==> config.mk <==
export PLATFORM = sky130hd
export DESIGN_NAME = bcse_top
export DESIGN_NICKNAME = d
export VERILOG_FILES = /design/src/bcse_pkg.sv /design/src/bcse_top.sv
export VERILOG_INCLUDE_DIRS = /design/src
export SDC_FILE = /design/constraint.sdc
export NUM_CORES = 1
export LEC_CHECK = 0
export BUFFER_PORTS_ARGS = -buffer_cell sky130_fd_sc_hd__buf_4
export CORE_AREA = 2 2 39 41
export DETAILED_ROUTE_END_ITERATION = 12
export DIE_AREA = 0 0 41 43
export GPL_ROUTABILITY_DRIVEN = 0
export SETUP_SLACK_MARGIN = 0.05
export SLEW_MARGIN = 15
export SYNTH_ARGS = -nofsm -noshare
export SYNTH_HDL_FRONTEND = slang
export SYNTH_SLANG_ARGS = --single-unit
==> constraint.sdc <==
create_clock -name i_ref_clk -period 1 [get_ports i_ref_clk]
set_clock_uncertainty 0.05 [all_clocks]
set_input_delay 0.15 -clock i_ref_clk [delete_from_list [all_inputs] [get_ports i_ref_clk]]
set_output_delay 0.15 -clock i_ref_clk [all_outputs]
set_load 0.01 [all_outputs]
==> src/bcse_cfg.svh <==
// Constants of the bus cycle status encoder: code positions and cycle codes.
// Assumes inclusion by bcse_pkg.sv and bcse_top.sv only.
`ifndef BCSE_CFG_SVH
`define BCSE_CFG_SVH
// Bit positions inside the four-bit cycle code {code_intack, mem_io, hi, lo}
`define BCSE_POS_CODE   3
`define BCSE_POS_MEMIO  2
`define BCSE_POS_HI     1
`define BCSE_POS_LO     0
// Cycle codes driven at the start of a bus cycle
`define BCSE_CODE_INTACK   4'h0
`define BCSE_CODE_HALT     4'h4
`define BCSE_CODE_MEM_RD   4'h5
`define BCSE_CODE_MEM_WR   4'h6
`define BCSE_CODE_FETCH    4'hD
`define BCSE_CODE_IO_RD    4'h9
`define BCSE_CODE_IO_WR    4'hA
// Idle pattern: both status lines high, selects held
`define BCSE_STATUS_IDLE   2'h3
`define BCSE_SEL_RESET     2'h3
// Reset levels of the hold sync and the latched address bit
`define BCSE_HOLD_RESET    1'h0
`define BCSE_A1_RESET      1'h0
`endif

==> src/bcse_pkg.sv <==
// Types of the bus cycle status encoder.
// Assumes bcse_cfg.svh is on the include path.
`include "bcse_cfg.svh"
package bcse_pkg;
  // Cycle type requested by the bus unit
  typedef enum logic [2:0] {
    BCSE_INTACK = 3'h0,
    BCSE_HALT   = 3'h1,
    BCSE_MEM_RD = 3'h2,
    BCSE_MEM_WR = 3'h3,
    BCSE_FETCH  = 3'h4,
    BCSE_IO_RD  = 3'h5,
    BCSE_IO_WR  = 3'h6
  } bcse_cycle_t;
  // Request to start a bus cycle
  typedef struct packed {
    logic        start;
    bcse_cycle_t kind;
    logic        address_bit_one;
  } bcse_req_t;
  // Pin group: value, enable
  typedef struct packed {
    logic code_intack_select;
    logic mem_io_select;
    logic cycle_status_hi_b;
    logic cycle_status_lo_b;
  } bcse_pins_t;
endpackage : bcse_pkg

==> src/bcse_top.sv <==
// Bus cycle status encoder: drives the cycle status and select pins.
// Assumes a bus unit on the same clock gives start requests; hold ack is a pin.
//
// What this block does
// Pull status lines low to mark each cycle start, with select pins.
// Status state is any status line low; controller detects start there.
// During hold acknowledge, release status lines as high-impedance logic one.
// Codes: intack 0000, halt 0100, mem rd 0101, wr 0110, io 1001, 1010.
// Halt code means halt when address bit one is 1, else shutdown.
// Both status lines high means no status cycle.
// Never drive reserved codes 0001, 0010 or 1000.
// Memory/IO select high for memory or halt, low for IO or intack.
// Code select splits fetch from data read, intack from IO.
`timescale 1ns/100ps
`default_nettype none
`include "bcse_cfg.svh"
module bcse_top (
  input  wire logic               i_ref_clk,    // Processor clock
  input  wire logic               i_rst_b,      // Async reset, active low
  input  wire bcse_pkg::bcse_req_t i_req,       // Cycle start request
  input  wire logic               i_hold_ack,   // Bus hold acknowledge pin
  output logic                    o_address_bit_one, // Address bit one value
  output bcse_pkg::bcse_pins_t    o_pins,       // Pin output values
  output bcse_pkg::bcse_pins_t    o_pins_oe,    // Pin output enables
  output logic                    o_status_state // High during status state
);
  import bcse_pkg::*;

  logic [2:0] hold_sync_reg;
  logic       hold_reg;
  logic [3:0] code_next;
  logic [3:0] code_reg;
  logic [1:0] status_reg;
  logic       a1_reg;

  // Hold pin from outside: three flops, accept when the last two agree
  always_ff @(posedge i_ref_clk or negedge i_rst_b) begin
    if (!i_rst_b) begin
      hold_sync_reg <= {3{`BCSE_HOLD_RESET}};
    end else begin
      hold_sync_reg <= {hold_sync_reg[1:0], i_hold_ack};
    end
  end

  // Accepted hold level; it moves only once the last two flops agree
  always_ff @(posedge i_ref_clk or negedge i_rst_b) begin
    if (!i_rst_b) begin
      hold_reg <= `BCSE_HOLD_RESET;
    end else if (hold_sync_reg[2] == hold_sync_reg[1]) begin
      hold_reg <= hold_sync_reg[2];
    end
  end

  // Encode the requested cycle; reserved codes cannot be produced
  always_comb begin
    case (i_req.kind)
      BCSE_INTACK: code_next = `BCSE_CODE_INTACK;
      BCSE_HALT:   code_next = `BCSE_CODE_HALT;
      BCSE_MEM_RD: code_next = `BCSE_CODE_MEM_RD;
      BCSE_MEM_WR: code_next = `BCSE_CODE_MEM_WR;
      BCSE_FETCH:  code_next = `BCSE_CODE_FETCH;
      BCSE_IO_RD:  code_next = `BCSE_CODE_IO_RD;
      BCSE_IO_WR:  code_next = `BCSE_CODE_IO_WR;
      default:     code_next = `BCSE_CODE_MEM_RD;
    endcase
  end

  // Status lines low for one cycle per accepted start, idle otherwise
  always_ff @(posedge i_ref_clk or negedge i_rst_b) begin
    if (!i_rst_b) begin
      status_reg <= `BCSE_STATUS_IDLE;
    end else if (i_req.start && !hold_reg) begin
      status_reg <= code_next[`BCSE_POS_HI:`BCSE_POS_LO];
    end else begin
      status_reg <= `BCSE_STATUS_IDLE;
    end
  end

  // Selects and address bit hold their value until the next start taken outside hold
  always_ff @(posedge i_ref_clk or negedge i_rst_b) begin
    if (!i_rst_b) begin
      code_reg <= {`BCSE_SEL_RESET, `BCSE_STATUS_IDLE};
      a1_reg   <= `BCSE_A1_RESET;
    end else if (i_req.start && !hold_reg) begin
      code_reg <= code_next;
      a1_reg   <= (i_req.kind == BCSE_HALT) ? i_req.address_bit_one : 1'h0;
    end
  end

  // During hold, all four pins are released: status values at logic one, selects at last value
  always_comb begin
    o_pins.code_intack_select = code_reg[`BCSE_POS_CODE];
    o_pins.mem_io_select      = code_reg[`BCSE_POS_MEMIO];
    o_pins.cycle_status_hi_b  = hold_reg ? 1'h1 : status_reg[1];
    o_pins.cycle_status_lo_b  = hold_reg ? 1'h1 : status_reg[0];
    o_pins_oe                 = hold_reg ? 4'h0 : 4'hF;
  end

  // Status state follows the pins: a start that meets hold at the same edge
  // is cut short, as its status lines already float at logic one
  assign o_status_state    = !hold_reg && (status_reg != `BCSE_STATUS_IDLE);
  assign o_address_bit_one = a1_reg;

  // Cycle start and status state; a hold taken at the edge after a start
  // floats the lines, so the start check asks for the bus still free then
  a_start_marks: assert property (
    @(posedge i_ref_clk) disable iff (!i_rst_b)
    (i_req.start && !hold_reg) ##1 !hold_reg |-> o_status_state)
    else $error("start did not mark status state");
  a_state_def: assert property (
    @(posedge i_ref_clk) disable iff (!i_rst_b)
    o_status_state == (!o_pins.cycle_status_hi_b || !o_pins.cycle_status_lo_b))
    else $error("status state mismatch");

  // Bus hold: both status lines released at one, starts dropped
  a_hold_float: assert property (
    @(posedge i_ref_clk) disable iff (!i_rst_b)
    hold_reg |-> (o_pins_oe == 4'h0 && !o_status_state))
    else $error("status driven during hold");
  a_hold_pins: assert property (
    @(posedge i_ref_clk) disable iff (!i_rst_b)
    hold_reg |-> (o_pins.cycle_status_hi_b && o_pins.cycle_status_lo_b))
    else $error("status lines not at one during hold");
  a_hold_refuse: assert property (
    @(posedge i_ref_clk) disable iff (!i_rst_b)
    (i_req.start && hold_reg) |=> !o_status_state)
    else $error("start taken during hold");
  // Hold is taken only once the last two sync flops agree
  a_hold_accept: assert property (
    @(posedge i_ref_clk) disable iff (!i_rst_b)
    $changed(hold_reg) |-> ($past(hold_sync_reg[2]) == $past(hold_sync_reg[1])))
    else $error("hold taken before its flops agreed");

  // Cycle codes of each kind but fetch, and address bit one for halt only
  // Expected codes are the fixed patterns, not the decoder's own table
  a_intack_code: assert property (
    @(posedge i_ref_clk) disable iff (!i_rst_b)
    (i_req.start && !hold_reg && i_req.kind == BCSE_INTACK) |=> code_reg == 4'h0)
    else $error("interrupt acknowledge code wrong");
  a_mem_rd_code: assert property (
    @(posedge i_ref_clk) disable iff (!i_rst_b)
    (i_req.start && !hold_reg && i_req.kind == BCSE_MEM_RD) |=> code_reg == 4'h5)
    else $error("memory read code wrong");
  a_mem_wr_code: assert property (
    @(posedge i_ref_clk) disable iff (!i_rst_b)
    (i_req.start && !hold_reg && i_req.kind == BCSE_MEM_WR) |=> code_reg == 4'h6)
    else $error("memory write code wrong");
  a_io_rd_code: assert property (
    @(posedge i_ref_clk) disable iff (!i_rst_b)
    (i_req.start && !hold_reg && i_req.kind == BCSE_IO_RD) |=> code_reg == 4'h9)
    else $error("io read code wrong");
  a_io_code: assert property (
    @(posedge i_ref_clk) disable iff (!i_rst_b)
    (i_req.start && !hold_reg && i_req.kind == BCSE_IO_WR) |=> code_reg == 4'hA)
    else $error("io write code wrong");
  a_halt_a1: assert property (
    @(posedge i_ref_clk) disable iff (!i_rst_b)
    (i_req.start && !hold_reg && i_req.kind == BCSE_HALT)
      |=> (code_reg == 4'h4 && a1_reg == $past(i_req.address_bit_one)))
    else $error("halt code or address bit wrong");
  a_other_a1: assert property (
    @(posedge i_ref_clk) disable iff (!i_rst_b)
    (i_req.start && !hold_reg && i_req.kind != BCSE_HALT)
      |=> !o_address_bit_one)
    else $error("address bit set outside halt");

  // Idle and reserved patterns
  // Status lines go low for one cycle per start and never show a reserved code
  a_idle_high: assert property (
    @(posedge i_ref_clk) disable iff (!i_rst_b)
    !$past(i_req.start) |-> !o_status_state)
    else $error("status without start");
  a_status_pulse: assert property (
    @(posedge i_ref_clk) disable iff (!i_rst_b)
    (o_status_state && !i_req.start) |=> !o_status_state)
    else $error("status state longer than one cycle");
  a_no_reserved: assert property (
    @(posedge i_ref_clk) disable iff (!i_rst_b)
    o_status_state |-> !(code_reg inside {4'h1, 4'h2, 4'h8}))
    else $error("reserved code driven");

  // Select lines: set by each start taken outside hold from the kind asked for, held in between
  // The kind is taken from the request itself, so a wrong table entry shows
  a_memio_sel: assert property (
    @(posedge i_ref_clk) disable iff (!i_rst_b)
    (i_req.start && !hold_reg) |=> (o_pins.mem_io_select ==
      ($past(i_req.kind) inside {BCSE_HALT, BCSE_MEM_RD, BCSE_MEM_WR, BCSE_FETCH})))
    else $error("memory io select wrong");
  a_sel_stable: assert property (
    @(posedge i_ref_clk) disable iff (!i_rst_b)
    !(i_req.start && !hold_reg) |=> $stable(code_reg[`BCSE_POS_CODE:`BCSE_POS_MEMIO]))
    else $error("select lines moved without a start");
  a_fetch_code: assert property (
    @(posedge i_ref_clk) disable iff (!i_rst_b)
    (i_req.start && !hold_reg && i_req.kind == BCSE_FETCH)
      |=> (o_pins.code_intack_select && o_pins.mem_io_select))
    else $error("fetch select wrong");
  a_intack_sel: assert property (
    @(posedge i_ref_clk) disable iff (!i_rst_b)
    (i_req.start && !hold_reg && i_req.kind == BCSE_INTACK)
      |=> (!o_pins.code_intack_select && !o_pins.mem_io_select))
    else $error("interrupt acknowledge select wrong");

  // Main scenarios: intack, halt and io read cycles, a start refused in hold, and a start
  // meeting a hold that is accepted at the very same edge
  c_intack: cover property (
    @(posedge i_ref_clk) disable iff (!i_rst_b)
    o_status_state && code_reg == 4'h0);
  c_halt: cover property (
    @(posedge i_ref_clk) disable iff (!i_rst_b)
    o_status_state && code_reg == 4'h4);
  c_io_rd: cover property (
    @(posedge i_ref_clk) disable iff (!i_rst_b)
    o_status_state && code_reg == 4'h9);
  c_hold: cover property (
    @(posedge i_ref_clk) disable iff (!i_rst_b)
    i_req.start && hold_reg);
  c_hold_race: cover property (
    @(posedge i_ref_clk) disable iff (!i_rst_b)
    i_req.start && !hold_reg && hold_sync_reg[2] && hold_sync_reg[1]);
endmodule : bcse_top
`default_nettype wire

==> impl_metrics.py, run 1 <==
metrics = {
    "run_status": {
        "status": "complete, but fails checks",
        "violations": "negative setup slack",
    },
    "cells_and_area": {
        "largest_reg_flops": 3,
        "final_nets": 68,
        "area_growth_pct": 62.3,
        "n_antenna_cell": 0,
        "multi_input_area_sq_um": 174,
        "filler_cell_count": 133,
        "register_area_sq_um": 230,
        "drive_above_1_share_pct": 61.0,
    },
    "power": {
        "worst_ir_drop_vdd_mv": 0.714,
        "total_power_mw": 0.962,
        "p_leak_nw": 0.308,
        "powerDensity_nw_per_um2": 1490,
    },
    "detailed_routing": {
        "wl_met1_um": 350,
        "vias": 329,
        "topRoutingLayerUsed": "met4",
        "drc_errors": 0,
        "drtPass1Iterations": 2,
        "wire_per_inst_um": 10.8,
        "drt_iter0_drc": 5,
        "antenna_left": 0,
        "route.met2.wl_um": 384,
        "finalWirelength_um": 807,
        "wl_met3_um": 62,
        "viasPerCell": 4.39,
    },
    "sta": {
        "tightest_slew_ns": 0.202,
        "hold_violations": 0,
        "setup_slack_ns": -0.261,
        "slew_headroom_pct": 86.4,
        "fin_crit_sh_pct": 126,
        "rsz0062_at_grt": "yes",
        "drv_slew": 0,
        "fmax_ghz": 0.793,
        "finalSetupTns_ns": -1.82,
        "setup_viol": 12,
        "min_period_ns": 1.26,
    },
    "floorplan": {
        "io_pins": 18,
        "initial_utilization_pct": 28.8,
        "core-area_sq_um": 1380,
        "row_count": 14,
        "fp.dieH_um": 43,
        "die_area_sq_um": 1760,
        "die-width_um": 41,
    },
    "global_route": {
        "grt_pass1_vias": 329,
        "grt_max_degree": 10,
        "grt_pass1_wl_um": 1300,
        "overflow": 0,
        "antenna_found_initial": 0,
        "grt.total_usage_pct": 11.7,
    },
    "clock_tree": {
        "clk_latency_ns": 0.26,
        "cts_inserted_buffers": 3,
        "clk_path_buf_depth": 2,
        "htreeDepth": 1,
        "cts_tree": "done",
        "cts_sinks": 9,
        "cts_root_buf": "clkbuf_4",
        "clkTransAtPathRegs_ns": 0.06,
    },
    "placement": {
        "port_buffers": 17,
    },
    "critical_path": {
        "crit_fanout": 4,
        "r2r_slack_ns": -0.09,
        "critical_path_class": "reg -> out",
        "crit_family": "flip-flops",
        "endpoint": "o_status_state",
        "worstReg2RegEnd": "code_reg[2]",
        "path_depth": 3,
        "crit_buf_inv": 1,
        "rr_startpoint": "hold_reg",
        "path_cells": "or2_4 > nand2_2 > buf_6",
        "worst_setup_path_start_kind": "flop",
        "crit_start": "hold_reg",
        "critical-path-slowest-cell": "dfrtp_1",
        "slowest_delay_ns": 0.40,
        "endpoint_kind": "output port",
        "r2r_cells": 4,
        "crit_arrival_ns": 1.06,
        "required_ns": 0.80,
    },
    "synthesis": {
        "yosysWarningCount": 0,
        "yosysTopAreaCell": "dfrtp_1",
        "synth_edf_count": 0,
        "syn_avg_cell_area_sq_um": 11.1,
        "yosys.area.top_type_share_pct": 31.4,
        "synth_seq_cells": 9,
        "ys_seq_area_share_pct": 57.9,
        "synthesis.nets": 44,
        "synth_ff_type": "dfrtp_1",
        "synth_cells": 36,
        "yosysMostFrequentCell": "nand2_1",
        "syn_area_sq_um": 398,
        "synthArstFlopShare_pct": 100,
        "synth.distinct_cells": 18,
        "synth_commonest_cells": "nand2_1 (8), dfrtp_1 (5), dfstp_2 (4), buf_4 (3)",
        "ys_top_cells_by_area": "dfrtp_1 (31%), dfstp_2 (26%), nand2_1 (7.5%)",
    },
    "hold_path": {
        "hp-class": "in -> reg",
    },
    "flow_run": {
        "drv_cap": 0,
    },
}
[worst min-delay path: stages]
cell and delay (ns):
buf_4 0.13, nand2_1 0.06, nand2_1 0.05
[logic make-up (layout without fill, tap and decap cells)]
kind of cell	after synthesis	count (layout)	synth area share, %
and+or+nand+nor	16	16	21.4
DFF	9	9	57.9
buffers and inverters	4	27	6.60
AOI/OAI and AO/OA	3	3	5.03
xor gates and xnor gates	3	3	6.60
adders and majority gates	1	1	2.52
[per-layer routing]
layer  track usage [%]  up-vias
li1                  -      158
met1              13.4      156
met2              15.9       13
met3              6.28        2
met4              8.00        0
met5                 0        -
[layout by cell type (no fill, tap or decap)]
cell type / Yosys / layout
and2b_2: 1 / 1
clkbuf_1: 0 / 1
nand2_1: 8 / 7
nand4bb_1: 1 / 1
dfstp_2: 4 / 4
nand2_2: 0 / 1
nand3_2: 0 / 1
dfrtp_1: 5 / 5
dlygate4sd3_1: 0 / 2
nor2b_4: 0 / 1
a21o_1: 1 / 1
maj3_1: 1 / 1
buf_4: 3 / 15
or2_4: 0 / 2
xnor2_1: 1 / 1
xor2_1: 2 / 2
clkbuf_4: 0 / 3
buf_6: 0 / 5
nor3_1: 1 / 1
inv_4: 0 / 1
nand2b_4: 0 / 1
a211oi_2: 0 / 1
o21ai_0: 1 / 1
[how the worst min path moves through the flow]
stage | start | to | slack [ns] | depth (start not counted)
2_1_floorplan | i_rst_b | hold_reg | -0.20 | 0
3_3_place_gp | i_rst_b | o_address_bit_one | -0.07 | 1
3_5_place_dp | i_rst_b | o_address_bit_one | -0.07 | 1
4_1_cts | i_req[2] | status_reg[1] | 0.07 | 3
5_1_grt | i_req[2] | status_reg[1] | 0.07 | 3
6_report | i_req[2] | status_reg[1] | 0.08 | 3
[area by class of cell]
class / instances / share of cell area [%]
timing repair buffer: 22 / 29.3
sequential: 9 / 35.7
inverter: 1 / 0.969
tap: 16 / 3.10
multi-input combinational: 23 / 26.9
clock buffer: 4 / 4.07
[power breakdown]
group | internal (mW) | total (mW) | switching, mW
clock | 0.154 | 0.279 | 0.126
combinational | 0.148 | 0.252 | 0.104
sequential | 0.412 | 0.432 | 0.0195
total | 0.714 | 0.962 | 0.249
[metrics by stage]
stage | cell area [sq um] | hold slack (ns) | utilization, % | std cells | setup WS, ns
6_report | 646 | 0.0814 | 46.7 | 75 | -0.261
3_5_place_dp | 538 | -0.0707 | 38.9 | 66 | -0.0576
4_1_cts | 629 | 0.0725 | 45.5 | 74 | -0.264
2_1_floorplan | 413 | -0.196 | - | 36 | 0.0331
5_1_grt | 646 | 0.0723 | 46.7 | 75 | -0.319
3_3_place_gp | 538 | -0.0716 | 38.9 | 66 | -0.0397
[what timing repair did]
item                       CTS  global route
gates resized for setup      9             2
hold endpoints to repair    10             0
hold buffers                 2             0
pin swaps                    2             0
buffers inserted             2             1
setup endpoints to repair   13            14
cloned                       0             0
Note: power is estimated with default switching activity, not from simulation.
==> run 2: changes to the inputs <==
--- a/config.mk
+++ b/config.mk
@@ -6,6 +6,7 @@
 export SDC_FILE = /design/constraint.sdc
 export NUM_CORES = 1
 export LEC_CHECK = 0
+export ABC_AREA = 1
 export BUFFER_PORTS_ARGS = -buffer_cell sky130_fd_sc_hd__buf_4
 export CORE_AREA = 2 2 39 41
 export DETAILED_ROUTE_END_ITERATION = 12
@@ -16,3 +17,4 @@
 export SYNTH_ARGS = -nofsm -noshare
 export SYNTH_HDL_FRONTEND = slang
 export SYNTH_SLANG_ARGS = --single-unit
+export TNS_END_PERCENT = 30
==> run 2 against run 1 <==
The flow still finishes with violations (negative setup slack). Final area down 0.97%. Flip-flop and latch count unchanged. Count of clock-buffer cells in the layout unchanged. Combinational power down 2%. Fmax up 1.6%. Die area unchanged. First-iteration DRC count down 80%. Routed wire length down 15%. Area after synthesis up 3.5%. Register-to-register slack worse by 0.12 ns.
==> impl_metrics.py, run 2 <==
metrics = {
    "clock_tree": {
        "cts_tree": "done",
        "clk_path_buf_depth": 2,
        "cts_inserted_buffers": 3,
        "clk_latency_ns": 0.24,
        "htreeDepth": 1,
        "cts_sinks": 9,
        "cts_root_buf": "clkbuf_4",
        "clkTransAtPathRegs_ns": 0.06,
    },
    "placement": {
        "dp_hpwl_um": 528,
        "port_buffers": 17,
    },
    "critical_path": {
        "r2r_slack_ns": -0.21,
        "endpoint_kind": "output port",
        "rr_startpoint": "hold_reg",
        "crit_arrival_ns": 1.04,
        "crit_start": "hold_reg",
        "r2r_cells": 3,
        "required_ns": 0.80,
        "crit_fanout": 3,
        "critical_path_class": "reg -> out",
        "worst_setup_path_start_kind": "flop",
        "worstReg2RegEnd": "hold_reg",
    },
    "cells_and_area": {
        "n_antenna_cell": 0,
        "final_nets": 74,
        "drive_above_1_share_pct": 58.5,
        "layout_common_cells": "buf_4 (15), nand2_1 (9), buf_6 (5), dfstp_2 (4), dfrtp_1 (4)",
        "final_common_cell": "buf_4",
        "largest_reg_flops": 3,
        "utilization_pct": 46.2,
        "area_growth_pct": 55.3,
    },
    "detailed_routing": {
        "drtPass1Iterations": 3,
        "finalWirelength_um": 686,
        "antenna_left": 0,
        "drt_iter0_drc": 1,
        "wire_per_inst_um": 8.47,
        "drc_errors": 0,
        "vias": 343,
        "viasPerCell": 4.23,
    },
    "sta": {
        "tightest_slew_ns": 0.252,
        "slew_headroom_pct": 83.0,
        "setup_slack_ns": -0.241,
        "finalSetupTns_ns": -2.33,
        "hold_violations": 0,
        "drv_slew": 0,
        "rsz0062_at_grt": "yes",
        "fin_crit_sh_pct": 124,
        "fmax_ghz": 0.806,
        "min_period_ns": 1.24,
        "setup_viol": 15,
    },
    "synthesis": {
        "synth.distinct_cells": 18,
        "yosysTopAreaCell": "dfrtp_1",
        "ys_seq_area_share_pct": 55.9,
        "yosysMostFrequentCell": "nand2_1",
        "synthArstFlopShare_pct": 100,
        "synth_cells": 42,
        "synth_commonest_cells": "nand2_1 (10), dfrtp_1 (5), dfstp_2 (4), inv_1 (4), buf_4 (3)",
        "synthesis.nets": 50,
        "synth_seq_cells": 9,
        "synth_ff_type": "dfrtp_1",
        "synth_edf_count": 0,
        "ys_top_cells_by_area": "dfrtp_1 (30%), dfstp_2 (26%), nand2_1 (9.1%)",
        "syn_avg_cell_area_sq_um": 9.80,
        "yosys.area.top_type_share_pct": 30.4,
        "syn_area_sq_um": 412,
        "yosysWarningCount": 0,
    },
    "global_route": {
        "grt_pass1_wl_um": 1130,
        "grt_max_degree": 10,
        "grt_pass1_vias": 319,
        "overflow": 0,
        "grt.total_usage_pct": 9.48,
        "antenna_found_initial": 0,
    },
    "power": {
        "internal-power_mw": 0.704,
        "powerDensity_nw_per_um2": 1480,
        "clkPwrFrac_pct": 28.1,
        "p_sw_mw": 0.241,
        "netSwitchingFraction_pct": 25.5,
        "p_seq_share_pct": 45.8,
        "p_comb_share_pct": 26.1,
        "worst_ir_drop_vdd_mv": 0.691,
        "total_power_mw": 0.945,
        "p_leak_nw": 0.313,
    },
    "floorplan": {
        "fp.dieH_um": 43,
        "io_pins": 18,
        "row_count": 14,
        "die-width_um": 41,
        "die_area_sq_um": 1760,
        "initial_utilization_pct": 29.7,
        "core-area_sq_um": 1380,
    },
    "hold_path": {
        "min_to": "status_reg[0]",
        "hp-start": "i_req[2]",
        "hp-class": "in -> reg",
        "holdPathStages": 2,
    },
    "flow_run": {
        "drv_cap": 0,
    },
    "run_status": {
        "status": "complete, but fails checks",
        "violations": "negative setup slack",
    },
}
-- run 2: cell count changes in the layout (fill, tap and decap cells not counted), moves of 2 or more --
cell     previous run  this run
inv_1               0         3
nand2_1             7         9
nor2_1              0         2
nor2_4              0         2
xor2_1              2         0
-- run 2: worst max path at each step --
stage,endpoint,slack [ns]
after floorplan,o_status_state,0.03
after global placement,o_status_state,-0.04
after detailed placement,o_status_state,-0.05
after CTS,o_status_state,-0.25
after global routing,o_status_state,-0.28
final,o_status_state,-0.24
-- run 2: through the flow --
step | instance area (sq um) | setup slack, ns | cells | hold WS [ns]
finish | 639 | -0.241 | 81 | 0.0597
floorplan | 419 | 0.0331 | 42 | -0.196
global placement | 552 | -0.0359 | 73 | -0.0743
CTS | 639 | -0.253 | 81 | 0.0528
detailed placement | 552 | -0.0511 | 73 | -0.0751
global route | 639 | -0.285 | 81 | 0.0665
-- run 2: layout make-up --
type | instances | area [sq um]
clock buffers | 4 | 26.3
fillers | 128 | 744
inverters | 6 | 27.5
multi-input cells | 24 | 145
flip-flops and latches | 9 | 231
well taps | 16 | 20.0
repair buffers | 22 | 189
-- run 2: what timing repair did --
item | in CTS | in global routing
resized for setup | 9 | 0
hold endpoints to repair | 10 | 0
setup endpoints to repair | 14 | 16
pin swaps | 3 | 0
buffers inserted | 2 | 0
hold buffers | 2 | 0
-- run 2: cells by family (layout without fill, tap and decap cells) --
| kind of cell | after synthesis | after routing | synth area share [%] |
|---|---|---|---|
| AND/OR/NAND/NOR | 18 | 18 | 23.1 |
| flip-flops | 9 | 9 | 55.9 |
| buffers and inverters | 9 | 32 | 11.5 |
| AO/OA/AOI/OAI | 5 | 5 | 6.99 |
| adder cells (fa/ha/maj) | 1 | 1 | 2.43 |
-- run 2: worst max-delay path: stages, from the launching register on --
cell	delay (ns)
dfrtp_2	0.40
or2_4	0.23
nand2_2	0.07
buf_6	0.09
-- run 2: power groups by stage --
| stage | Combinational (mW) | Clock (mW) | Sequential [mW] |
|---|---|---|---|
| 2_1_floorplan | 0.100 | 0 | 0.445 |
| 3_3_place_gp | 0.201 | 0 | 0.439 |
| 3_5_place_dp | 0.203 | 0 | 0.438 |
| 4_1_cts | 0.249 | 0.278 | 0.432 |
| 5_1_grt | 0.271 | 0.299 | 0.436 |
| 6_report | 0.247 | 0.266 | 0.432 |
-- run 2: per-layer routing --
metal | global-route usage (%) | part of all wire [%] | vias to the layer above | routed length (um)
met3 | 3.14 | 10 | 0 | 69
met5 | 0 | 0 | - | 0
met2 | 13.8 | 47 | 14 | 324
met4 | 4.00 | 0 | 0 | 0
li1 | - | - | 173 | -
met1 | 12.5 | 43 | 156 | 292
==> run 3: changes to the inputs <==
==> constraint.sdc (replaced) <==
create_clock -name i_ref_clk -period 1.4 [get_ports i_ref_clk]
set_clock_uncertainty 0.05 [all_clocks]
set_input_delay 0.21 -clock i_ref_clk [delete_from_list [all_inputs] [get_ports i_ref_clk]]
set_output_delay 0.21 -clock i_ref_clk [all_outputs]
set_load 0.01 [all_outputs]
==> run 3 against run 2 <==
The run now ends clean. Setup slack improved by 0.34 ns. First-iteration DRC count increased by 100%. Power decreased by 31%. Clock power decreased by 27%. Count of clock-buffer cells in the layout unchanged. Die area unchanged. Critical endpoint unchanged. Largest cell class unchanged.
==> impl_metrics.py, run 3 (synthesized netlist as in run 2, its figures left out) <==
metrics = {
    "placement": {
        "place_ws_ns": 0.224,
        "dp_hpwl_um": 515,
        "post-place-cells": 72,
        "port_buffers": 17,
        "placed_cell_area_sq_um": 537,
    },
    "cells_and_area": {
        "layout_common_cells": "buf_4 (17), nand2_1 (9), dfrtp_1 (5), dfstp_2 (4)",
        "largest_reg_flops": 3,
        "final_nets": 72,
        "area_growth_pct": 46.2,
        "final_common_cell": "buf_4",
        "final_cells": 79,
        "fin_area_sq_um": 602,
        "drive_above_1_share_pct": 54.0,
        "filler_cell_count": 141,
        "n_antenna_cell": 0,
    },
    "floorplan": {
        "core-area_sq_um": 1380,
        "initial_utilization_pct": 29.7,
        "row_count": 14,
        "die_area_sq_um": 1760,
        "io_pins": 18,
        "die-width_um": 41,
        "fp.dieH_um": 43,
    },
    "sta": {
        "rsz0062_at_grt": "yes",
        "tightest_slew_ns": 0.204,
        "setup_slack_ns": 0.100,
        "min_period_ns": 1.30,
        "hold_violations": 0,
        "fin_crit_sh_pct": 92.8,
        "setup_viol": 0,
        "slew_headroom_pct": 86.3,
        "finalSetupTns_ns": 0,
        "drv_slew": 0,
        "fmax_ghz": 0.769,
    },
    "power": {
        "worst_ir_drop_vdd_mv": 0.557,
        "powerDensity_nw_per_um2": 1090,
        "p_leak_nw": 0.298,
    },
    "critical_path": {
        "endpoint_kind": "output port",
        "path_cells": "or2_4 > nand2_2 > buf_6",
        "crit_fanout": 3,
        "critical_path_class": "reg -> out",
        "slowest_delay_ns": 0.39,
        "critical-path-slowest-cell": "dfrtp_1",
        "required_ns": 1.14,
        "worst_setup_path_start_kind": "flop",
        "crit_arrival_ns": 1.04,
    },
    "detailed_routing": {
        "drt_iter0_drc": 2,
        "finalWirelength_um": 714,
        "vias": 331,
        "drc_errors": 0,
        "wire_per_inst_um": 9.04,
        "drtPass1Iterations": 2,
        "antenna_left": 0,
        "viasPerCell": 4.19,
    },
    "clock_tree": {
        "cts_tree": "done",
        "cts_sinks": 9,
        "cts_inserted_buffers": 3,
        "cts_root_buf": "clkbuf_4",
        "clk_path_buf_depth": 2,
        "clkTransAtPathRegs_ns": 0.06,
        "htreeDepth": 1,
        "clk_latency_ns": 0.25,
    },
    "run_status": {
        "status": "finished, final reports clean",
    },
    "flow_run": {
        "drv_cap": 0,
    },
    "global_route": {
        "overflow": 0,
        "antenna_found_initial": 0,
        "grt_pass1_vias": 272,
        "grt_pass1_wl_um": 1050,
        "grt_max_degree": 10,
        "grt.total_usage_pct": 8.99,
    },
    "hold_path": {
        "hp-class": "in -> reg",
    },
}
## run 3: power breakdown
part / switching, mW / total (mW) / internal (mW) / leakage (nW)
clock network: 0.0833 / 0.193 / 0.109 / 0.0150
registers: 0.0110 / 0.306 / 0.295 / 0.102
logic: 0.0740 / 0.156 / 0.0820 / 0.181
total: 0.168 / 0.655 / 0.486 / 0.298
## run 3: worst max-delay path: cells and delay by family (launching register included)
kind	cells	cell delay, ns
flops	1	0.39
buf+inv	1	0.09
simple gates	2	0.31
## run 3: layout make-up
cell class                      count  area [sq um]  area share, %
Sequential cell                     9           230           38.3
Timing Repair Buffer               20           159           26.4
Multi-Input combinational cell     24           141           23.5
Clock buffer                        4          26.3           4.37
Inverter                            6          25.0           4.16
Tap cell                           16          20.0           3.33
## run 3: through the flow
step	util [%]	total power [mW]	hold WS [ns]
after floorplan	-	0.385	-0.136
after global placement	38.8	0.450	-0.0153
after detailed placement	38.8	0.452	-0.0150
after CTS	42.3	0.660	0.00456
after global routing	43.5	0.705	0.106
final	43.5	0.655	0.116
## run 3: repair_timing
| action | in CTS | in global routing |
|---|---|---|
| pin swaps | 0 | 2 |
| hold buffers | 1 | 1 |
| buffers inserted | 1 | 0 |
| resized for setup | 2 | 3 |
| endpoints found under the hold margin | 9 | 1 |
| endpoints found under the setup margin | 3 | 5 |
| gates cloned | 0 | 0 |
## run 3: path summary, 6_finish.rpt
| check | slack, ns | depth (start not counted) | end | start |
|---|---|---|---|---|
| min in group asynchronous | 0.26 | 2 | o_address_bit_one | i_rst_b |
| worst min register to register | 0.30 | 0 | hold_sync_reg[1] | hold_sync_reg[0] |
| worst max-delay path | 0.10 | 3 | o_status_state | hold_reg |
| worst max register to register | 0.30 | 6 | o_address_bit_one | hold_reg |
| worst min-delay path | 0.12 | 2 | status_reg[0] | i_req[2] |
| max in group asynchronous | 0.83 | 2 | code_reg[2] | i_rst_b |
## run 3: per-layer routing
metal	vias up	share of wire [%]	track usage, %
li1	170	-	-
met1	145	45	11.2
met2	16	46	12.5
met3	0	8.5	4.71
met4	0	0	4.00
met5	-	0	0
